$ cat src/scu_dummy_guard.sv
`timescale 1ns/1ps
`default_nettype none
`default_nettype wire

$ cat src/scu_pkg.sv
package scu_pkg;

  // ----------------------------------------------------------------
  // I/O locations of the timer, one byte each
  // ----------------------------------------------------------------
  localparam logic [3:0] A_CTL_A  = 4'h0; // timer_control_a
  localparam logic [3:0] A_CTL_B  = 4'h1; // timer_control_b
  localparam logic [3:0] A_CNT_L  = 4'h2; // counter_low_byte
  localparam logic [3:0] A_CNT_H  = 4'h3; // counter_high_byte
  localparam logic [3:0] A_CMPA_L = 4'h4; // Compare value A low
  localparam logic [3:0] A_CMPA_H = 4'h5; // Compare value A high
  localparam logic [3:0] A_CMPB_L = 4'h6; // Compare value B low
  localparam logic [3:0] A_CMPB_H = 4'h7; // Compare value B high
  localparam logic [3:0] A_CAP_L  = 4'h8; // Capture value low
  localparam logic [3:0] A_CAP_H  = 4'h9; // Capture value high
  localparam logic [3:0] A_FLAG   = 4'hA; // Overflow flag register

  // ----------------------------------------------------------------
  // Field positions, values after reset, fixed counter values
  // ----------------------------------------------------------------
  localparam int         CTLA_WGM_LSB = 0;      // Mode bits 1:0 in A
  localparam int         CTLB_CS_LSB  = 0;      // Clock select in B
  localparam int         CTLB_WGM_LSB = 3;      // Mode bits 3:2 in B
  localparam int         FLAG_OVF_BIT = 0;      // Overflow flag bit
  localparam logic [7:0]  RST_BYTE    = 8'h00;  // Byte registers
  localparam logic [15:0] RST_WORD    = 16'h0000; // Word registers
  localparam logic [15:0] CNT_BOTTOM  = 16'h0000; // Bottom value
  localparam logic [15:0] CNT_MAX     = 16'hFFFF; // Maximum value
  localparam logic [15:0] TOP_8BIT    = 16'h00FF; // Fixed tops
  localparam logic [15:0] TOP_9BIT    = 16'h01FF;
  localparam logic [15:0] TOP_10BIT   = 16'h03FF;

  // ----------------------------------------------------------------
  // Clock select codes
  // ----------------------------------------------------------------
  localparam logic [2:0] CS_STOP  = 3'h0; // No clock, timer stopped
  localparam logic [2:0] CS_SYS   = 3'h1; // Every system clock
  localparam logic [2:0] CS_PRE_L = 3'h2; // First prescaled tick
  localparam logic [2:0] CS_PRE_H = 3'h5; // Last prescaled tick
  localparam logic [2:0] CS_EXT_F = 3'h6; // External, falling edge
  localparam logic [2:0] CS_EXT_R = 3'h7; // External, rising edge

  // Counting sequence class of a waveform mode
  typedef enum logic [1:0] {
    SEQ_NORMAL,  // Free running up to maximum
    SEQ_CTC,     // Clear at top, overflow at maximum
    SEQ_FAST,    // Clear at top, overflow at top
    SEQ_UPDOWN   // Up to top then down, overflow at bottom
  } scu_seq_e;

  // CPU byte access on the I/O bus
  typedef struct packed {
    logic       wr;    // Write strobe
    logic       rd;    // Read strobe
    logic [3:0] addr;  // I/O location
    logic [7:0] wdata; // Write data
  } scu_io_s;

endpackage

$ cat src/scu_counter.sv
// How it works
// - Tick from internal or external source
// - Three-bit clock select in control B
// - Select zero stops counting and clearing
// - Each tick clears, increments or decrements
// - Count strobe moves by one, direction chosen
// - Clear forces all sixteen bits zero
// - Top and bottom indications are output
// - Counter seen as high and low bytes
// - High location reaches the holding register
// - Low read copies upper byte to holding
// - Low write loads holding plus data
// - Whole word moves in one cycle
// - CPU access works with no tick
// - CPU write beats count or clear
// - Four-bit mode split across controls
// - Overflow flag set per mode, interrupt
// - One holding register for all words
// - Compare reads bypass the holding register
// - Bottom is 0x0000, maximum is 0xFFFF
`timescale 1ns/1ps
`default_nettype none
module scu_counter
  import scu_pkg::*;
(
  // Clock and reset
  input  wire logic        REF_CLK,
  input  wire logic        RST,
  // CPU I/O bus
  input  wire scu_io_s     IO_REQ,
  output logic [7:0]       IO_RDATA,
  // Tick sources
  input  wire logic [3:0]  PRESC_TICK,
  input  wire logic        EXT_CLK,
  // Interrupt service
  input  wire logic        OVF_ACK,
  // Status towards the rest of the timer
  output logic             OVF_FLAG,
  output logic             CNT_TOP,
  output logic             CNT_BOTTOM_O,
  output logic [15:0]      COUNTER_VALUE,
  output logic [3:0]       WAVE_MODE
);

  // ----------------------------------------------------------------
  // State
  // ----------------------------------------------------------------
  typedef struct packed {
    logic [1:0]  wgm_lo;  // Mode bits 1:0
    logic [1:0]  wgm_hi;  // Mode bits 3:2
    logic [2:0]  cs;      // Clock source select
    logic [15:0] cnt;     // counter_value
    logic [7:0]  temp;    // Shared high-byte holding register
    logic [15:0] cmpa;    // Compare value A
    logic [15:0] cmpb;    // Compare value B
    logic [15:0] cap;     // Capture value
    logic        up;      // Direction, 1 counts up
    logic        ovf;     // overflow_flag
    logic        top;     // Counter at top
    logic        bot;     // Counter at bottom
    logic [7:0]  rdata;   // Read data
    logic [2:0]  sync;    // External clock synchroniser
    logic        lvl;     // Filtered external level
  } scu_state_s;

  scu_state_s q;          // Registered state
  scu_state_s d;          // Next state

  // ----------------------------------------------------------------
  // Decoding helpers
  // ----------------------------------------------------------------
  // Sequence class of a four-bit mode
  function automatic scu_seq_e seq_of(input logic [3:0] m);
    case (m)
      4'h1, 4'h2, 4'h3, 4'h8,
      4'h9, 4'hA, 4'hB:        seq_of = SEQ_UPDOWN;
      4'h4, 4'hC:              seq_of = SEQ_CTC;
      4'h5, 4'h6, 4'h7,
      4'hE, 4'hF:              seq_of = SEQ_FAST;
      default:                 seq_of = SEQ_NORMAL;
    endcase
  endfunction

  // Top value of a four-bit mode
  function automatic logic [15:0] top_of(input logic [3:0] m,
                                         input logic [15:0] ca,
                                         input logic [15:0] ic);
    case (m)
      4'h1, 4'h5:              top_of = TOP_8BIT;
      4'h2, 4'h6:              top_of = TOP_9BIT;
      4'h3, 4'h7:              top_of = TOP_10BIT;
      4'h4, 4'h9, 4'hB, 4'hF:  top_of = ca;
      4'h8, 4'hA, 4'hC, 4'hE:  top_of = ic;
      default:                 top_of = CNT_MAX;
    endcase
  endfunction

  // Capture value writable only where it defines top
  function automatic logic cap_is_top(input logic [3:0] m);
    cap_is_top = (m == 4'h8) || (m == 4'hA) ||
                 (m == 4'hC) || (m == 4'hE);
  endfunction

  // ----------------------------------------------------------------
  // Combinational helpers
  // ----------------------------------------------------------------
  logic [3:0]  mode;      // Joined waveform mode
  logic [15:0] top_val;   // Current top
  scu_seq_e    seq;       // Current sequence class
  logic        tick;      // timer_tick
  logic        ext_rise;  // Filtered external rising edge
  logic        ext_fall;  // Filtered external falling edge
  logic        cnt_wr;    // CPU writes the counter
  logic        do_count;  // Count strobe
  logic        do_up;     // Direction of the count
  logic        do_clear;  // Clear strobe
  logic        ovf_set;   // Overflow event
  logic        ovf_clr;   // Overflow clear request

  assign mode    = {q.wgm_hi, q.wgm_lo};
  assign top_val = top_of(mode, q.cmpa, q.cap);
  assign seq     = seq_of(mode);
  assign cnt_wr  = IO_REQ.wr && (IO_REQ.addr == A_CNT_L);

  // Filtered edges; only sync[2:1] and lvl are looked at
  assign ext_rise = (q.sync[1] == q.sync[2]) && q.sync[2] && !q.lvl;
  assign ext_fall = (q.sync[1] == q.sync[2]) && !q.sync[2] && q.lvl;

  // ----------------------------------------------------------------
  // Clock select: one tick enable from the chosen source
  // ----------------------------------------------------------------
  always_comb
  begin
    case (q.cs)
      CS_STOP:  tick = 1'b0;
      CS_SYS:   tick = 1'b1;
      CS_EXT_F: tick = ext_fall;
      CS_EXT_R: tick = ext_rise;
      default:  tick = PRESC_TICK[2'(q.cs - CS_PRE_L)];
    endcase
  end

  // ----------------------------------------------------------------
  // Sequence control: count, direction, clear and overflow
  // ----------------------------------------------------------------
  always_comb
  begin
    do_count = 1'b0;
    do_up    = 1'b1;
    do_clear = 1'b0;
    ovf_set  = 1'b0;
    if (tick && !cnt_wr)
    begin
      case (seq)
        SEQ_UPDOWN:
        begin
          do_count = 1'b1;
          if (q.up)
            do_up = (q.cnt != top_val);
          else
            do_up = (q.cnt == CNT_BOTTOM);
          ovf_set = !q.up && (q.cnt == CNT_BOTTOM);
        end
        SEQ_CTC:
        begin
          do_clear = (q.cnt == top_val);
          do_count = !do_clear;
          ovf_set  = (q.cnt == CNT_MAX);
        end
        SEQ_FAST:
        begin
          do_clear = (q.cnt == top_val);
          do_count = !do_clear;
          ovf_set  = do_clear;
        end
        default:
        begin
          do_count = 1'b1;
          ovf_set  = (q.cnt == CNT_MAX);
        end
      endcase
    end
  end

  assign ovf_clr = OVF_ACK || (IO_REQ.wr && (IO_REQ.addr == A_FLAG) &&
                   IO_REQ.wdata[FLAG_OVF_BIT]);

  // ----------------------------------------------------------------
  // Next state
  // ----------------------------------------------------------------
  always_comb
  begin
    d = q;
    // External clock synchroniser and filter
    d.sync = {q.sync[1:0], EXT_CLK};
    if (q.sync[1] == q.sync[2])
      d.lvl = q.sync[2];
    // Counter operations; CPU write handled below wins
    if (do_clear)
      d.cnt = CNT_BOTTOM;
    else if (do_count)
      d.cnt = do_up ? q.cnt + 16'h0001 : q.cnt - 16'h0001;
    if (seq == SEQ_UPDOWN)
      d.up = do_count ? do_up : q.up;
    else
      d.up = 1'b1;
    // Overflow flag: set wins over clear
    if (ovf_set)
      d.ovf = 1'b1;
    else if (ovf_clr)
      d.ovf = 1'b0;
    // CPU writes, served with or without a tick
    if (IO_REQ.wr)
    begin
      case (IO_REQ.addr)
        A_CTL_A:  d.wgm_lo = IO_REQ.wdata[CTLA_WGM_LSB +: 2];
        A_CTL_B:
        begin
          d.cs     = IO_REQ.wdata[CTLB_CS_LSB +: 3];
          d.wgm_hi = IO_REQ.wdata[CTLB_WGM_LSB +: 2];
        end
        A_CNT_H, A_CMPA_H,
        A_CMPB_H, A_CAP_H: d.temp = IO_REQ.wdata;
        A_CNT_L:  d.cnt  = {q.temp, IO_REQ.wdata};
        A_CMPA_L: d.cmpa = {q.temp, IO_REQ.wdata};
        A_CMPB_L: d.cmpb = {q.temp, IO_REQ.wdata};
        A_CAP_L:
        begin
          if (cap_is_top(mode))
            d.cap = {q.temp, IO_REQ.wdata};
        end
        default:  d.cs = d.cs;
      endcase
    end
    // CPU reads, data registered for the next cycle
    if (IO_REQ.rd)
    begin
      case (IO_REQ.addr)
        A_CTL_A:  d.rdata = {6'h00, q.wgm_lo};
        A_CTL_B:  d.rdata = {3'h0, q.wgm_hi, q.cs};
        A_CNT_L:
        begin
          d.rdata = q.cnt[7:0];
          d.temp  = q.cnt[15:8];
        end
        A_CNT_H, A_CAP_H: d.rdata = q.temp;
        A_CMPA_L: d.rdata = q.cmpa[7:0];
        A_CMPA_H: d.rdata = q.cmpa[15:8];
        A_CMPB_L: d.rdata = q.cmpb[7:0];
        A_CMPB_H: d.rdata = q.cmpb[15:8];
        A_CAP_L:
        begin
          d.rdata = q.cap[7:0];
          d.temp  = q.cap[15:8];
        end
        A_FLAG:   d.rdata = {7'h00, q.ovf};
        default:  d.rdata = RST_BYTE;
      endcase
    end
    // Top and bottom indications of the new count
    d.top = (d.cnt == top_of({d.wgm_hi, d.wgm_lo}, d.cmpa, d.cap));
    d.bot = (d.cnt == CNT_BOTTOM);
  end

  // ----------------------------------------------------------------
  // State register
  // ----------------------------------------------------------------
  always_ff @(posedge REF_CLK or posedge RST)
  begin
    if (RST)
    begin
      q       <= '0;
      q.up    <= 1'b1;
      q.bot   <= 1'b1;
      q.cnt   <= RST_WORD;
      q.rdata <= RST_BYTE;
    end
    else
      q <= d;
  end

  // Outputs straight from the state register
  assign IO_RDATA      = q.rdata;
  assign OVF_FLAG      = q.ovf;
  assign CNT_TOP       = q.top;
  assign CNT_BOTTOM_O  = q.bot;
  assign COUNTER_VALUE = q.cnt;
  assign WAVE_MODE     = {q.wgm_hi, q.wgm_lo};
endmodule
`default_nettype wire

$ cat config.mk
export PLATFORM = sky130hd
export DESIGN_NAME = scu_counter
export DESIGN_NICKNAME = d
export VERILOG_FILES = /design/src/scu_dummy_guard.sv /design/src/scu_pkg.sv /design/src/scu_counter.sv
export SDC_FILE = /design/constraint.sdc
export NUM_CORES = 1
export LEC_CHECK = 0
export BUFFER_PORTS_ARGS = -buffer_cell sky130_fd_sc_hd__buf_2
export CAP_MARGIN = 20
export CORE_ASPECT_RATIO = 2
export CORE_UTILIZATION = 53
export DETAILED_ROUTE_END_ITERATION = 10
export PLACE_DENSITY_LB_ADDON = 0.15
export SETUP_SLACK_MARGIN = 0.5
export SYNTH_ARGS = -nofsm -noshare
export SYNTH_HDL_FRONTEND = slang
export SYNTH_SLANG_ARGS = --single-unit
$ cat constraint.sdc
create_clock -name REF_CLK -period 7.3 [get_ports REF_CLK]
set_input_delay 0.365 -clock REF_CLK [delete_from_list [all_inputs] [get_ports REF_CLK]]
set_output_delay 0.365 -clock REF_CLK [all_outputs]
set_load 0.005 [all_outputs]
==> results.md <==
* Register area share after synthesis at 30.3%
* VDD IR max at 0.219 mV
* Synth top cells by count: dfrtp_1, nand2_1, o21ai_0
* Max-cap violation count at 0
* GRT overflow at 0
* Synth async-reset ratio at 100%
* Clock sinks at 95
* Seq cells post-synth at 95
* Top post-synthesis cells by area: dfrtp_1, mux2_2, o21ai_0
* Synth Cell Area at 0.00784 mm2
* Count of pins over their slew limit at 0
* Buf+Inv Stages, Crit Path at 0
* Hpwl dp at 24.1 mm
* Cell taking the most area after synthesis: dfrtp_1
* CTS tree: done
* Final core occ at 57.6%
* Crit path DAT at 6.66 ns
* Initial antenna violation count at 1
* Slew @ Worst Pin at 1.08 ns
* Setup bufs post-CTS at 0
* Floorplan Core Area at 0.0144 mm2
* Htree depth at 3
* Setup TNS at 0 ns
* CP required at 7.57 ns
* Placed cell area at 0.00801 mm2
* GRT Total Usage at 44.1%
* Final worst path period share at 87.5%
* # port buffers at 52
* Endpoints failing hold at 0
* Status: completed
* Crit path largest cell delay at 0.76 ns
* Area grow syn2layout at 5.98%
* Via-to-Cell Ratio at 7.19
* Critical Path End Type: flip-flop
* Post-synth EDFFs at 0
* Root Buffer: clkbuf_16
* DRC violations left at 0
* RD Place Congestion at 1.09
* FMAX at 156 MHz
* Ports at 53
* CP delay by family, top: simple AND/OR/NAND/NOR gates
* Max Root-Sink Buffers at 2
* Worst Hold Class: input pin to asynchronous set/reset pin
* Syn Nets at 985
* Most used DFF post-synth: dfrtp_1
* Netlist cell types at 85
* CTS Buf Count at 9
* Crit-path slowest cell: nor2b_1
* Synthesized instance count at 943
* Share of cells above drive strength 1 at 16.5%
* Cell breakdown of the critical path: nor2b_1 > o22ai_1 > mux2i_1 > a22o_1 > or4_4 > o31ai_1 > and2_1 > ha_1 > o21a_1 > o21ai_0 > o31ai_1 > xor2_1 > mux2i_1 > o22ai_1 > nand2_1 > nand3_1 > a2111oi_0 > nand4_1 > nor3b_1
* Most common cell in the synthesized netlist: dfrtp_1
* Latest clock arrival within the worst-skew pair at 0.36 ns
* Total wire length at 32.2 mm
* Final setup fails at 0
* Leak at 0.00356 uW
* Critical path class: flip-flop to flip-flop
* Largest net degree at the start of global routing at 55
* DR iter-0 viols at 977
* Syn Area/Cell at 8.32 um2
* Clk slew on worst S/H paths at 0.07 ns
* WL per Instance at 28.6 um
* Die height at 174 um
* Top cell type's share of synthesized area at 29.7%
* Initial core utilization at 54.3%
* YS warnings at 0
* Setup Skew at 0.00976 ns
* Post-DRT Antenna Nets at 0
* Cell area power density at 328 mW/mm2
* Pre-antenna DRT Iters at 6
* Chip width at 88.0 um
* Vias at 8121
* Setup crit start kind: flip-flop
* Nets at 974
* First-pass GRT wire length at 48.4 mm
* RSZ-0062 raised after global routing: no
* Final Cell Area at 0.00831 mm2
* Number of global-route vias before repair at 7950
* Site row count at 62
* Hold_buf cts at 0
* CTS resizes at 0
* Tmin final at 6.39 ns
* Final Total Pwr at 2730 uW
* Crit-path max FO at 13
* Max-slew headroom at 28.1%
* Die footprint at 0.0153 mm2
[final cells by class]
type	count	area [um2]
clock buffer	10	229
timing repair buffer	74	425
fill	1400	6120
tap	192	240
multi-input combinational	713	4830
clock inverter	5	58.8
inverter	39	149
antenna	1	2.50
sequential	95	2380
[state kept, by name, indices dropped and copies added, names as in the netlist]
name,count
WAVE_MODE,4
d,2
CNT_TOP,1
OVF_FLAG,1
CNT_BOTTOM_O,1
IO_RDATA,8
q,62
COUNTER_VALUE,16
[cells by family (layout without fill, tap and decap cells)]
family	after synthesis	in the layout	synth area share (%)
AOI/OAI and AO/OA	303	303	26.8
xor gates and xnor gates	23	23	2.57
adders and majority gates	20	20	3.29
buffers and inverters	135	128	8.19
DFF	95	95	30.3
muxes	59	59	8.30
other	0	1	0
and+or+nand+nor	308	308	20.5
[worst paths after layout]
check                                  start      endpoint  slack [ns]  depth (start not counted)
worst max-delay path            WAVE_MODE[1]       CNT_TOP        0.91                         19
worst min-delay path                     RST         q[44]        0.07                          2
worst max register to register  WAVE_MODE[1]       CNT_TOP        0.91                         19
worst min register to register          d[2]          d[3]        0.35                          0
max in group asynchronous                RST  WAVE_MODE[1]        6.12                          3
min in group REF_CLK                 EXT_CLK          d[2]        0.12                          1
[per-stage QoR]
stage                     instances  hold WS (ns)  worst slack, ns
after CTS                      1127        0.0836             1.17
after global routing           1128         0.108            0.675
final                          1129        0.0688            0.909
after global placement         1112         0.335             1.28
after floorplan                 943         0.331             2.08
after detailed placement       1112         0.336             1.20
[worst register-to-register path, delay by kind of cell, from the launching register on]
family                     cells  cell delay [ns]
adders and majority gates      1             0.35
AOI/OAI and AO/OA              8             2.34
xor gates and xnor gates       1             0.15
muxes                          2             0.44
DFF                            1             0.57
and+or+nand+nor                7             2.43
[placed cells by master, fill, tap and decap left out, drive strengths merged, types with 9 or more instances in the layout]
master / count
nand2: 71
a21oi: 42
o22ai: 23
o2bb2ai: 9
buf: 74
nor2b: 11
xnor2: 12
dfrtp: 93
a22oi: 24
o21a: 11
mux2: 38
a31o: 9
clkbuf: 10
nor4: 13
a22o: 10
o31ai: 10
xor2: 11
o211ai: 14
mux2i: 20
nor3: 26
nor3b: 9
nand2b: 17
nor2: 62
nand4: 16
ha: 19
nand3: 32
o21ai: 69
and2: 11
a221oi: 12
inv: 38
[per-layer routing]
layer / vias to the layer above / GRT usage (%) / share of wire (%)
met1: 3858 / 45.4 / 33
li1: 3508 / - / -
met3: 253 / 11.7 / 8.5
met5: - / 0 / 0
met2: 502 / 69.1 / 47
met4: 0 / 43.5 / 12
[power by group]
part | switching (uW) | internal [uW] | leakage [uW] | total (uW)
Sequential | 311 | 648 | 0.00120 | 959
Combinational | 776 | 509 | 0.00222 | 1280
Clock | 218 | 265 | 0.000135 | 483
Total | 1310 | 1420 | 0.00356 | 2730
(Power assumes the default switching activity.)
